--- config.mk ---
export PLATFORM = sky130hd
export DESIGN_NAME = pcie_port_vc_aer_regs
export DESIGN_NICKNAME = d
export VERILOG_FILES = /design/src/rtl/pcie_port_vc_aer_regs.v
export VERILOG_INCLUDE_DIRS = /design/src /design/src/rtl
export SDC_FILE = /design/constraint.sdc
export NUM_CORES = 2
export LEC_CHECK = 0
export BUFFER_PORTS_ARGS = -buffer_cell sky130_fd_sc_hd__buf_2
export CAP_MARGIN = 40
export CORE_AREA = 10 10 445 447
export CTS_BUF_LIST = sky130_fd_sc_hd__clkbuf_2
export DETAILED_ROUTE_END_ITERATION = 10
export DIE_AREA = 0 0 455 457
export PLACE_DENSITY = 0.82
export RECOVER_POWER = 25
export SYNTH_ARGS = -nofsm -noshare
export SYNTH_HDL_FRONTEND = slang
export SYNTH_SLANG_ARGS = --single-unit
--- constraint.sdc ---
create_clock -name ref_clk_in -period 2.6 [get_ports ref_clk_in]
set_input_delay 0.26 -clock ref_clk_in [delete_from_list [all_inputs] [get_ports ref_clk_in]]
set_output_delay 0.26 -clock ref_clk_in [all_outputs]
set_load 0.03 [all_outputs]
--- src/rtl/port_vc_aer_consts.vh ---
// constants for the per-port channel, serial number and error reporting register bank
`ifndef PORT_VC_AER_CONSTS_VH
`define PORT_VC_AER_CONSTS_VH

// configuration functions that carry a copy of the bank
`define FUNC_FIRST 4'h2
`define FUNC_LAST 4'hc
`define FUNC_COUNT 11

// byte offsets
`define OFS_CH0_CAP 12'h120
`define OFS_CH0_CTL 12'h124
`define OFS_CH0_STATE 12'h12a
`define OFS_CH1_CAP 12'h12c
`define OFS_CH1_CTL 12'h130
`define OFS_CH1_STATE 12'h136
`define OFS_SER_HDR 12'h140
`define OFS_SER_LOW 12'h144
`define OFS_SER_HIGH 12'h148
`define OFS_ERR_HDR 12'h150
`define OFS_UNC_STS 12'h154
`define OFS_UNC_MSK 12'h158
`define OFS_UNC_SEV 12'h15c
`define OFS_COR_STS 12'h160
`define OFS_COR_MSK 12'h164
`define OFS_ERR_CTL 12'h168
`define OFS_LOG0 12'h16c
`define OFS_LOG1 12'h170
`define OFS_LOG2 12'h174
`define OFS_LOG3 12'h178
`define OFS_ROOT_CMD 12'h17c
`define OFS_ROOT_STS 12'h180
`define OFS_REQ_IDS 12'h184

// fixed read values
`define CH_CAP_VALUE 32'h00000001
`define CH_STATE_RESET 16'h0002
`define SER_HDR_VALUE 32'h15010003
`define ERR_HDR_VALUE 32'h19010001
`define SER_LOW_VALUE 32'h00000000
`define SER_HIGH_VALUE 32'h00000000
`define ERR_CTL_VALUE 32'h00000000
`define ROOT_VECTOR_VALUE 5'h00

// channel 0 control
`define CH0_CTL_FIXED 32'h80000001
`define CH0_CTL_RW 32'h000e00fe
`define CH0_CTL_RESET 32'h000000fe
// channel 1 control
`define CH1_CTL_RW 32'h870e00fe
`define CH1_CTL_RESET 32'h00000000
`define CH1_ENABLE_BIT 31

// uncorrectable group
`define UNC_DEFINED 32'h003ff030
`define UNC_SW 32'h00355010
`define UNC_STS_RESET 32'h00000000
`define UNC_MSK_RESET 32'h00000000
`define UNC_SEV_RESET 32'h00062030

// correctable group
`define COR_DEFINED 32'h000031c1
`define COR_STS_RESET 32'h00000000
`define COR_MSK_RESET 32'h00002000

// root error command and status
`define ROOT_CMD_BITS 3'h7
`define ROOT_STS_BITS 7'h7f
`define ROOT_CMD_COR 0
`define ROOT_CMD_NONFATAL 1
`define ROOT_CMD_FATAL 2
`define ROOT_VECTOR_LSB 27

`endif

--- src/rtl/pcie_port_vc_aer_regs.v ---
// per-port channel resource, serial number and error reporting configuration registers
`default_nettype none
`include "port_vc_aer_consts.vh"

// Notes on behaviour
// - separate bank copy for functions 2 to 12
// - channel 0 capability fixed, arbitration field 0x1
// - channel 0 map and arbitration select writable
// - channel 0 load/id zero, enable fixed one
// - channel 0 state: table zero, pending one
// - channel 1 capability same as channel 0
// - channel 1 control resets zero, mostly writable
// - channel 1 state: table zero, pending one
// - serial header id 3, version 1, next 0x150
// - serial number two read-only zero words
// - error header id 1, version 1, next 0x190
// - uncorrectable flags, five positions read-only
// - uncorrectable mask mirrors flags, resets zero
// - severity resets fatal for 4,5,13,17,18
// - correctable flags at six positions, reset zero
// - correctable mask, only advisory bit resets one
// - capability control all read-only zero
// - four read-only header log words, reset zero
// - root status flags plus fixed vector field
// - requester identifiers read-only, reset zero
module pcie_port_vc_aer_regs (
    // clock and reset
    input wire ref_clk_in,
    input wire rstn_in,
    // configuration access
    input wire [3:0] cfg_func_in,
    input wire [11:0] cfg_addr_in,
    input wire cfg_wr_in,
    input wire cfg_rd_in,
    input wire [3:0] cfg_be_in,
    input wire [31:0] cfg_wdata_in,
    output wire [31:0] cfg_rdata_out,
    output wire cfg_rvalid_out,
    // error events from the link logic
    input wire evt_valid_in,
    input wire [3:0] evt_func_in,
    input wire [31:0] unc_evt_in,
    input wire [31:0] cor_evt_in,
    input wire [6:0] root_evt_in,
    input wire [15:0] evt_src_id_in,
    input wire hdr_capture_in,
    input wire [127:0] hdr_in,
    // per-function results, bit 0 is function 2
    output wire [`FUNC_COUNT-1:0] ch1_enable_out,
    output wire [`FUNC_COUNT-1:0] report_cor_out,
    output wire [`FUNC_COUNT-1:0] report_nonfatal_out,
    output wire [`FUNC_COUNT-1:0] report_fatal_out
);

    function [31:0] lane_mask;
        input [3:0] be;
        begin
            lane_mask = {{8{be[3]}}, {8{be[2]}}, {8{be[1]}}, {8{be[0]}}};
        end
    endfunction

    // merge written data into the writable positions only
    function [31:0] rw_merge;
        input [31:0] old;
        input [31:0] data;
        input [31:0] lanes;
        input [31:0] msk;
        begin
            rw_merge = (old & ~(lanes & msk)) | (data & lanes & msk);
        end
    endfunction

    // write-one-to-clear with hardware set taking priority
    function [31:0] w1c_merge;
        input [31:0] old;
        input [31:0] data;
        input [31:0] lanes;
        input [31:0] msk;
        input [31:0] setv;
        begin
            w1c_merge = (old & ~(data & lanes & msk)) | setv;
        end
    endfunction

    function hit;
        input [11:0] addr;
        input [11:0] ofs;
        begin
            hit = (addr[11:2] == ofs[11:2]);
        end
    endfunction

    wire [31:0] lanes = lane_mask(cfg_be_in);
    wire [`FUNC_COUNT*32-1:0] rd_vec;
    wire func_ok = (cfg_func_in >= `FUNC_FIRST) && (cfg_func_in <= `FUNC_LAST);
    wire [3:0] func_idx = cfg_func_in - `FUNC_FIRST;

    reg [31:0] rdata_ff;
    reg rvalid_ff;
    reg [31:0] nxt_rdata;

    genvar gi;
    generate
        for (gi = 0; gi < `FUNC_COUNT; gi = gi + 1) begin : g_func
            localparam [31:0] FUNC_NUM = gi + 2;
            wire [3:0] my_func = FUNC_NUM[3:0];
            wire wr_hit = cfg_wr_in && (cfg_func_in == my_func);
            wire ev_hit = evt_valid_in && (evt_func_in == my_func);

            reg [31:0] ch0_ctl_ff;
            reg [31:0] ch1_ctl_ff;
            reg [31:0] unc_sts_ff;
            reg [31:0] unc_msk_ff;
            reg [31:0] unc_sev_ff;
            reg [31:0] cor_sts_ff;
            reg [31:0] cor_msk_ff;
            reg [2:0] root_cmd_ff;
            reg [6:0] root_sts_ff;
            reg [15:0] cor_req_ff;
            reg [15:0] unc_req_ff;
            reg [127:0] log_ff;
            reg ch1_en_ff;
            reg rep_cor_ff;
            reg rep_nf_ff;
            reg rep_fat_ff;
            reg [31:0] rd;

            wire [31:0] unc_set = ev_hit ? (unc_evt_in & `UNC_DEFINED) : 32'h00000000;
            wire [31:0] cor_set = ev_hit ? (cor_evt_in & `COR_DEFINED) : 32'h00000000;
            wire [6:0] root_set = ev_hit ? (root_evt_in & `ROOT_STS_BITS) : 7'h00;
            wire [31:0] unc_open = unc_sts_ff & ~unc_msk_ff;

            always @(posedge ref_clk_in or negedge rstn_in) begin
                if (!rstn_in) begin
                    ch0_ctl_ff <= `CH0_CTL_RESET;
                    ch1_ctl_ff <= `CH1_CTL_RESET;
                    unc_sts_ff <= `UNC_STS_RESET;
                    unc_msk_ff <= `UNC_MSK_RESET;
                    unc_sev_ff <= `UNC_SEV_RESET;
                    cor_sts_ff <= `COR_STS_RESET;
                    cor_msk_ff <= `COR_MSK_RESET;
                    root_cmd_ff <= 3'h0;
                    root_sts_ff <= 7'h00;
                    cor_req_ff <= 16'h0000;
                    unc_req_ff <= 16'h0000;
                    log_ff <= 128'h0;
                    ch1_en_ff <= 1'b0;
                    rep_cor_ff <= 1'b0;
                    rep_nf_ff <= 1'b0;
                    rep_fat_ff <= 1'b0;
                end else begin
                    // only the writable positions take data
                    if (wr_hit && hit(cfg_addr_in, `OFS_CH0_CTL)) begin
                        ch0_ctl_ff <= rw_merge(ch0_ctl_ff, cfg_wdata_in, lanes,
                            `CH0_CTL_RW);
                    end
                    if (wr_hit && hit(cfg_addr_in, `OFS_CH1_CTL)) begin
                        ch1_ctl_ff <= rw_merge(ch1_ctl_ff, cfg_wdata_in, lanes,
                            `CH1_CTL_RW);
                    end
                    if (wr_hit && hit(cfg_addr_in, `OFS_UNC_MSK)) begin
                        unc_msk_ff <= rw_merge(unc_msk_ff, cfg_wdata_in, lanes,
                            `UNC_SW);
                    end
                    if (wr_hit && hit(cfg_addr_in, `OFS_UNC_SEV)) begin
                        unc_sev_ff <= rw_merge(unc_sev_ff, cfg_wdata_in, lanes,
                            `UNC_SW);
                    end
                    if (wr_hit && hit(cfg_addr_in, `OFS_COR_MSK)) begin
                        cor_msk_ff <= rw_merge(cor_msk_ff, cfg_wdata_in, lanes,
                            `COR_DEFINED);
                    end
                    if (wr_hit && hit(cfg_addr_in, `OFS_ROOT_CMD) && cfg_be_in[0]) begin
                        root_cmd_ff <= cfg_wdata_in[2:0] & `ROOT_CMD_BITS;
                    end
                    // status flags: set wins over a clear in the same cycle
                    if (wr_hit && hit(cfg_addr_in, `OFS_UNC_STS)) begin
                        unc_sts_ff <= w1c_merge(unc_sts_ff, cfg_wdata_in, lanes,
                            `UNC_SW, unc_set);
                    end else begin
                        unc_sts_ff <= unc_sts_ff | unc_set;
                    end
                    if (wr_hit && hit(cfg_addr_in, `OFS_COR_STS)) begin
                        cor_sts_ff <= w1c_merge(cor_sts_ff, cfg_wdata_in, lanes,
                            `COR_DEFINED, cor_set);
                    end else begin
                        cor_sts_ff <= cor_sts_ff | cor_set;
                    end
                    if (wr_hit && hit(cfg_addr_in, `OFS_ROOT_STS) && cfg_be_in[0]) begin
                        root_sts_ff <= (root_sts_ff & ~cfg_wdata_in[6:0])
                            | root_set;
                    end else begin
                        root_sts_ff <= root_sts_ff | root_set;
                    end
                    // requester identifiers follow the event class
                    if (|cor_set) begin
                        cor_req_ff <= evt_src_id_in;
                    end
                    if (|unc_set) begin
                        unc_req_ff <= evt_src_id_in;
                    end
                    if (ev_hit && hdr_capture_in) begin
                        log_ff <= hdr_in;
                    end
                    ch1_en_ff <= ch1_ctl_ff[`CH1_ENABLE_BIT];
                    rep_cor_ff <= root_cmd_ff[`ROOT_CMD_COR] && |(cor_sts_ff & ~cor_msk_ff);
                    rep_nf_ff <= root_cmd_ff[`ROOT_CMD_NONFATAL] && |(unc_open & ~unc_sev_ff);
                    rep_fat_ff <= root_cmd_ff[`ROOT_CMD_FATAL] && |(unc_open & unc_sev_ff);
                end
            end

            // read view; 16-bit registers sit in the upper half of their word
            always @* begin
                rd = 32'h00000000;
                if (hit(cfg_addr_in, `OFS_CH0_CAP) || hit(cfg_addr_in, `OFS_CH1_CAP)) begin
                    rd = `CH_CAP_VALUE;
                end else if (hit(cfg_addr_in, `OFS_CH0_CTL)) begin
                    rd = (ch0_ctl_ff & `CH0_CTL_RW) | `CH0_CTL_FIXED;
                end else if (hit(cfg_addr_in, `OFS_CH0_STATE)
                        || hit(cfg_addr_in, `OFS_CH1_STATE)) begin
                    rd = {`CH_STATE_RESET, 16'h0000};
                end else if (hit(cfg_addr_in, `OFS_CH1_CTL)) begin
                    rd = ch1_ctl_ff & `CH1_CTL_RW;
                end else if (hit(cfg_addr_in, `OFS_SER_HDR)) begin
                    rd = `SER_HDR_VALUE;
                end else if (hit(cfg_addr_in, `OFS_SER_LOW)) begin
                    rd = `SER_LOW_VALUE;
                end else if (hit(cfg_addr_in, `OFS_SER_HIGH)) begin
                    rd = `SER_HIGH_VALUE;
                end else if (hit(cfg_addr_in, `OFS_ERR_HDR)) begin
                    rd = `ERR_HDR_VALUE;
                end else if (hit(cfg_addr_in, `OFS_UNC_STS)) begin
                    rd = unc_sts_ff & `UNC_DEFINED;
                end else if (hit(cfg_addr_in, `OFS_UNC_MSK)) begin
                    rd = unc_msk_ff & `UNC_DEFINED;
                end else if (hit(cfg_addr_in, `OFS_UNC_SEV)) begin
                    rd = unc_sev_ff & `UNC_DEFINED;
                end else if (hit(cfg_addr_in, `OFS_COR_STS)) begin
                    rd = cor_sts_ff & `COR_DEFINED;
                end else if (hit(cfg_addr_in, `OFS_COR_MSK)) begin
                    rd = cor_msk_ff & `COR_DEFINED;
                end else if (hit(cfg_addr_in, `OFS_ERR_CTL)) begin
                    rd = `ERR_CTL_VALUE;
                end else if (hit(cfg_addr_in, `OFS_LOG0)) begin
                    rd = log_ff[31:0];
                end else if (hit(cfg_addr_in, `OFS_LOG1)) begin
                    rd = log_ff[63:32];
                end else if (hit(cfg_addr_in, `OFS_LOG2)) begin
                    rd = log_ff[95:64];
                end else if (hit(cfg_addr_in, `OFS_LOG3)) begin
                    rd = log_ff[127:96];
                end else if (hit(cfg_addr_in, `OFS_ROOT_CMD)) begin
                    rd = {29'h0, root_cmd_ff};
                end else if (hit(cfg_addr_in, `OFS_ROOT_STS)) begin
                    rd = {`ROOT_VECTOR_VALUE, 20'h00000, root_sts_ff};
                end else if (hit(cfg_addr_in, `OFS_REQ_IDS)) begin
                    rd = {unc_req_ff, cor_req_ff};
                end
            end

            assign rd_vec[gi*32 +: 32] = rd;
            assign ch1_enable_out[gi] = ch1_en_ff;
            assign report_cor_out[gi] = rep_cor_ff;
            assign report_nonfatal_out[gi] = rep_nf_ff;
            assign report_fatal_out[gi] = rep_fat_ff;
        end
    endgenerate

    // unsupported functions read as zero
    always @* begin
        nxt_rdata = rdata_ff;
        if (cfg_rd_in) begin
            nxt_rdata = func_ok ? rd_vec[func_idx*32 +: 32] : 32'h00000000;
        end
    end

    always @(posedge ref_clk_in or negedge rstn_in) begin
        if (!rstn_in) begin
            rdata_ff <= 32'h00000000;
            rvalid_ff <= 1'b0;
        end else begin
            rdata_ff <= nxt_rdata;
            rvalid_ff <= cfg_rd_in;
        end
    end

    assign cfg_rdata_out = rdata_ff;
    assign cfg_rvalid_out = rvalid_ff;

endmodule // pcie_port_vc_aer_regs
`default_nettype wire

==> key figures, run 1 <==
Placement
  – Placer Congestion: 1.18
  – HPWL Detailed: around 440 mm
  – IO Port Bufs: between 200 and 300

Clock network
  – Num CTS Buffers: 672
  – Root Buffer: clkbuf_2
  – H-tree depth: 6
  – Clk buf depth: 4
  – Clock sink total: 2629

Synthesis
  – Cells after Synth: 10200
  – Mapped Area: 122000 µm²
  – Post-synth EDFFs: 0
  – Main synth FF type: dfrtp_1
  – Yosys cell types: 90
  – Seq cells post-synth: ~2600
  – Ys async rst share: 100%
  – Syn_area_per_cell: 12.0 µm²
  – Synth area leader: dfrtp_1
  – Area contributors post-synth: dfrtp_1 (52%), mux2_2 (21%), dfstp_2 (2.4%)
  – Register area share after synthesis: 53.9%
  – Syn_nets: 10400
  – Synth warn: 0
  – Top-area cell type share of the netlist area: 51.6%

Floorplan
  – Die X: around 460 µm
  – Initial Util: 64.6%
  – Number of I/O pins: 354
  – Die height: 457 µm
  – Num rows: 160

Global routing
  – All-layer global routing usage: 75.4%
  – Initial antenna violation count: 153
  – GRT Residual Overflow: about 110
  – Largest net degree at the start of global routing: 142

Status
  – Status: aborted with a tool error
  – Failing step: global routing
  – Run Error: [ERROR GRT-0232] Routing congestion too high. Check the congestion heatmap in the GUI.

STA
  – Worst endpoint type: output port
  – Worst EP post-GRT repair: cfg_rdata_out[31]
-- per-layer routing --
| metal | GRT overflow | global-route usage (%) |
|---|---|---|
| met1 | 3 | 77.6 |
| met2 | 50 | 85.3 |
| met3 | 4 | 68.0 |
| met4 | 51 | 68.8 |
| met5 | 0 | 39.8 |
-- through the flow --
step	std cells	setup TNS, ns	hold slack (ns)	setup slack, ns	area (µm²)
3_3_place_gp	13500	-181.95	0.199	-1.14	138000
3_5_place_dp	13500	-199.40	0.212	-1.10	138000
4_1_cts	15500	-100.96	0.00192	-0.513	153000
2_1_floorplan	10200	-0.0864	-0.0356	-0.0339	123000
-- cells in the mapped netlist (28+ instances only) --
| master | count |
|---|---|
| mux2i_1 | 78 |
| nor2_1 | 412 |
| nor3b_1 | 57 |
| a22oi_1 | 218 |
| nand2_1 | 747 |
| o221ai_1 | 71 |
| buf_4 | 58 |
| a22o_1 | 192 |
| a221o_1 | 74 |
| nor2b_1 | 28 |
| nand3b_1 | 57 |
| nor4_1 | 56 |
| buf_2 | 173 |
| a21oi_1 | 314 |
| a222oi_1 | 52 |
| o22ai_1 | 122 |
| o211ai_1 | 75 |
| nor3_1 | 77 |
| clkbuf_1 | 663 |
| inv_1 | 102 |
| dfstp_2 | 110 |
| a211oi_1 | 71 |
| nand3_1 | 98 |
| o21ai_0 | 430 |
| buf_1 | 70 |
| a31oi_1 | 52 |
| a221oi_1 | 311 |
| mux2_2 | 2283 |
| a21o_1 | 78 |
| nand2b_1 | 39 |
| dfrtp_1 | 2519 |
-- cells by family after synthesis --
kind of cell	after synthesis	synth area share, %
buffers and inverters	1075	3.69
AOI/OAI and AO/OA	2334	13.7
xor gates and xnor gates	4	0.0287
DFF	2629	53.9
adders and majority gates	3	0.0287
muxes	2379	22.0
and+or+nand+nor	1728	6.59
-- repair_timing --
action,CTS
hold buffers,776
resized for setup,181
hold endpoints to repair,5214
setup buffers,6
endpoints found under the setup margin,78
==> run 2: changes to the inputs <==
--- a/config.mk
+++ b/config.mk
@@ -8,11 +8,10 @@
 export LEC_CHECK = 0
 export BUFFER_PORTS_ARGS = -buffer_cell sky130_fd_sc_hd__buf_2
 export CAP_MARGIN = 40
-export CORE_AREA = 10 10 445 447
-export CTS_BUF_LIST = sky130_fd_sc_hd__clkbuf_2
+export CORE_AREA = 10 10 564 566
 export DETAILED_ROUTE_END_ITERATION = 10
-export DIE_AREA = 0 0 455 457
-export PLACE_DENSITY = 0.82
+export DIE_AREA = 0 0 574 576
+export PLACE_DENSITY_LB_ADDON = 0.15
 export RECOVER_POWER = 25
 export SYNTH_ARGS = -nofsm -noshare
 export SYNTH_HDL_FRONTEND = slang
==> run 2 against run 1 <==
Synthesized cell count stayed put. The flow now finishes, with violations (max-capacitance violations, max-slew violations, negative setup slack). Synthesized area stayed put.
==> key figures, run 2 <==
Synthesis
  – Synth area leader: dfrtp_1
  – Synth Area in Simple Gates: 6.59% (unchanged)
  – Largest family of logic cells by synthesized area: multiplexers
  – Mux share of post-synthesis cell area: 22.0% (unchanged)
  – Syn_area_per_cell: 12.0 µm² (unchanged)
  – Top-count cell post-synth: dfrtp_1
  – Main synth FF type: dfrtp_1
  – Area contributors post-synth: dfrtp_1 (52%), mux2_2 (21%), dfstp_2 (2.4%)
  – Post-Synth XOR/XNOR Area: 0.0287% (unchanged)
  – Cells after Synth: 10200 (unchanged)
  – Top-area cell type share of the netlist area: 51.6% (unchanged)
  – Synth top cells by count: dfrtp_1 (2519), mux2_2 (2283), nand2_1 (747)
  – Synth warn: 0 (unchanged)
  – Adder-cell share of the synthesized area: 0.0287% (unchanged)
  – Seq cells post-synth: 2629 (unchanged)
  – Ys async rst share: 100% (unchanged)
  – Post-synth EDFFs: 0 (unchanged)
  – Yosys cell types: 90 (unchanged)
  – Mapped Area: 122000 µm² (unchanged)
  – Syn_nets: 10400 (unchanged)
  – Register area share after synthesis: 53.9% (unchanged)
  – Synth Area in Compound Gates: 13.7% (unchanged)

Global routing
  – Initial antenna violation count: 112
  – GRT Residual Overflow: 0
  – All-layer global routing usage: 39.7%
  – Number of global-route vias before repair: 103000
  – Largest net degree at the start of global routing: 101
  – First-pass GRT wire length: approximately 920 mm

Floorplan
  – Area of the core: 307000 µm²
  – Die Area: 331000 µm²
  – Num rows: 204 (+28%)
  – Die X: 574 µm (+26%)
  – Number of I/O pins: 354 (unchanged)
  – Initial Util: 39.8% (-25 points)
  – Die height: 576 µm (+26%)

STA
  – Max Freq: 0.373 GHz
  – Slew @ Worst Pin: approximately 2.1 ns
  – Final hold vios: 0
  – Final number of setup-violating endpoints: 8
  – Worst Slack Setup Final: -0.0814 ns
  – Slew Limit Fails: 558
  – Worst rel slew slack: -38.4%
  – Final period utilization: 103%
  – Min Tclk post-route: 2.68 ns
  – Final setup skew: 0.0465 ns
  – RSZ-0062 raised after global routing: yes

Critical path
  – Worst r2r src: g_func[3].log_ff[46]
  – Worst R2R Path Depth: 6
  – Launch point of the worst path: g_func[3].log_ff[46]
  – CP max FO: 2
  – Worst R2R End: cfg_rdata_out[14]
  – CP startpoint kind: flip-flop
  – Reg-to-reg setup timing slack: -0.08 ns
  – CP endpoint kind: flip-flop
  – WP data required: between 3 and 4 ns
  – Crit Path Category: flip-flop to flip-flop
  – CP Data Arrival Time: 3.47 ns

Clock network
  – H-tree depth: 5 (-1)
  – Clock slew at reported path FFs: 0.06 ns
  – Clock sink total: 2629 (unchanged)
  – CTS tree: yes
  – Num CTS Buffers: 305 (-55%)
  – Root Buffer: clkbuf_16
  – Clk buf depth: 4 (unchanged)
  – Worst-Skew Late Latency: 0.97 ns

Detailed routing
  – Antenna-violating nets left: 0
  – DRT Wirelength: 685 mm
  – DRC: 0
  – Vias after detailed routing: roughly 110k
  – Via density: 6.60
  – Initial DRT Pass Iterations: 8
  – Routed WL per cell: 42.5 µm
  – First-iteration detailed-routing DRC count: 14500

Pwr
  – Peak supply drop: 0.554 mV
  – Power Total: 0.113 W
  – P_leak: 70.0 nW
  – PD cells: 732 nW/µm²

Placement
  – IO Port Bufs: 295 (unchanged)
  – Placed Instances: 15300 (+13%)
  – HPWL Detailed: 503 mm (+14%)
  – Placer Congestion: 1.06 (-10%)

Final layout
  – Most frequent cells in the layout: dfrtp_1 (2519), mux2_2 (2283), buf_4 (1305)
  – Fill cells: 27600
  – Share of post-route cells with drive strength above 1: approximately two fifths
  – Layout area overhead: 26.3%
  – Final Instance Count excl. Fillers: 16100
  – Nets: 11900
  – Most common cell after layout, fill and taps aside: dfrtp_1

Hold path
  – HP Class: primary input to flip-flop
  – Worst Hold Path EP: g_func[0].unc_req_ff[8]
  – Hold Path Stages: 2
  – Hold Path Origin: evt_src_id_in[8]

Status
  – Status: complete, but fails checks
  – Failing checks: max-capacitance violations, max-slew violations, negative setup slack

Job
  – Max-cap violations: 13
[run 2: cell counts after synthesis]
Identical to the previous run, type by type.
[run 2: area by class of cell]
type	count	area (µm²)	share of cell area [%]
diodes	84	210	0.136
clock inverters	103	1470	0.951
multi-input cells	6448	52500	34.0
clock buffers	447	8930	5.78
flip-flops and latches	2629	65900	42.7
inverters	105	398	0.258
well taps	4120	5150	3.34
repair buffers	2156	19800	12.8
[run 2: power breakdown]
part / switching [W] / internal [W] / total (W)
clock: 0.0190 / 0.0264 / 0.0454
combinational: 0.00813 / 0.00711 / 0.0152
sequential: 0.00492 / 0.0475 / 0.0524
total: 0.0321 / 0.0810 / 0.113
[run 2: what timing repair did]
action,4_1_cts,5_1_grt
endpoints found under the setup margin,5,16
hold buffers,193,0
buffers inserted,0,4
hold endpoints to repair,3075,0
resized for setup,5,27
pin swaps,0,8
[run 2: logic make-up (layout without fill, tap and decap cells)]
logic type | Yosys count | count (layout)
other | 0 | 84
xor gates and xnor gates | 4 | 4
buffers and inverters | 1075 | 2811
muxes | 2379 | 2379
adders and majority gates | 3 | 3
and+or+nand+nor | 1728 | 1728
AOI/OAI and AO/OA | 2334 | 2334
DFF | 2629 | 2629
[run 2: layer usage]
metal,track usage [%],vias to the layer above,wire length [µm]
met5,1.22,-,293
met4,21.7,38,44800
met3,14.7,1700,85800
met2,54.9,7471,278000
met1,53.6,56100,276000
li1,-,40900,-
[run 2: through the flow]
stage	instance area, µm²	worst slack (ns)	utilization (%)	TNS, ns	hold slack (ns)
final	154000	-0.0814	50.2	-0.366	0.0318
after floorplan	123000	-0.0339	-	-0.0864	-0.0356
after detailed placement	142000	-1.12	46.2	-249.04	0.285
after CTS	154000	0.0363	50.2	0	0.000300
after global placement	142000	-1.12	46.2	-239.91	0.282
after global routing	154000	-0.0244	50.2	-0.0518	0.00862
[run 2: how the worst max path moves through the flow]
stage	end	slack, ns	cells past startpoint
after floorplan	cfg_rdata_out[17]	-0.03	12
after global placement	cfg_rdata_out[20]	-1.12	13
after detailed placement	cfg_rdata_out[20]	-1.12	13
after CTS	cfg_rdata_out[13]	0.04	7
after global routing	cfg_rdata_out[14]	-0.02	6
final	cfg_rdata_out[14]	-0.08	6
[run 2: worst max-delay path: stages (launching register included)]
cell	delay [ns]
dfrtp_1	0.38
a22o_1	0.24
a222oi_1	1.14
nand3_1	0.17
a211o_1	0.37
o311ai_2	0.09
o2111ai_1	0.14
Note: power is estimated with default switching activity, not from simulation.
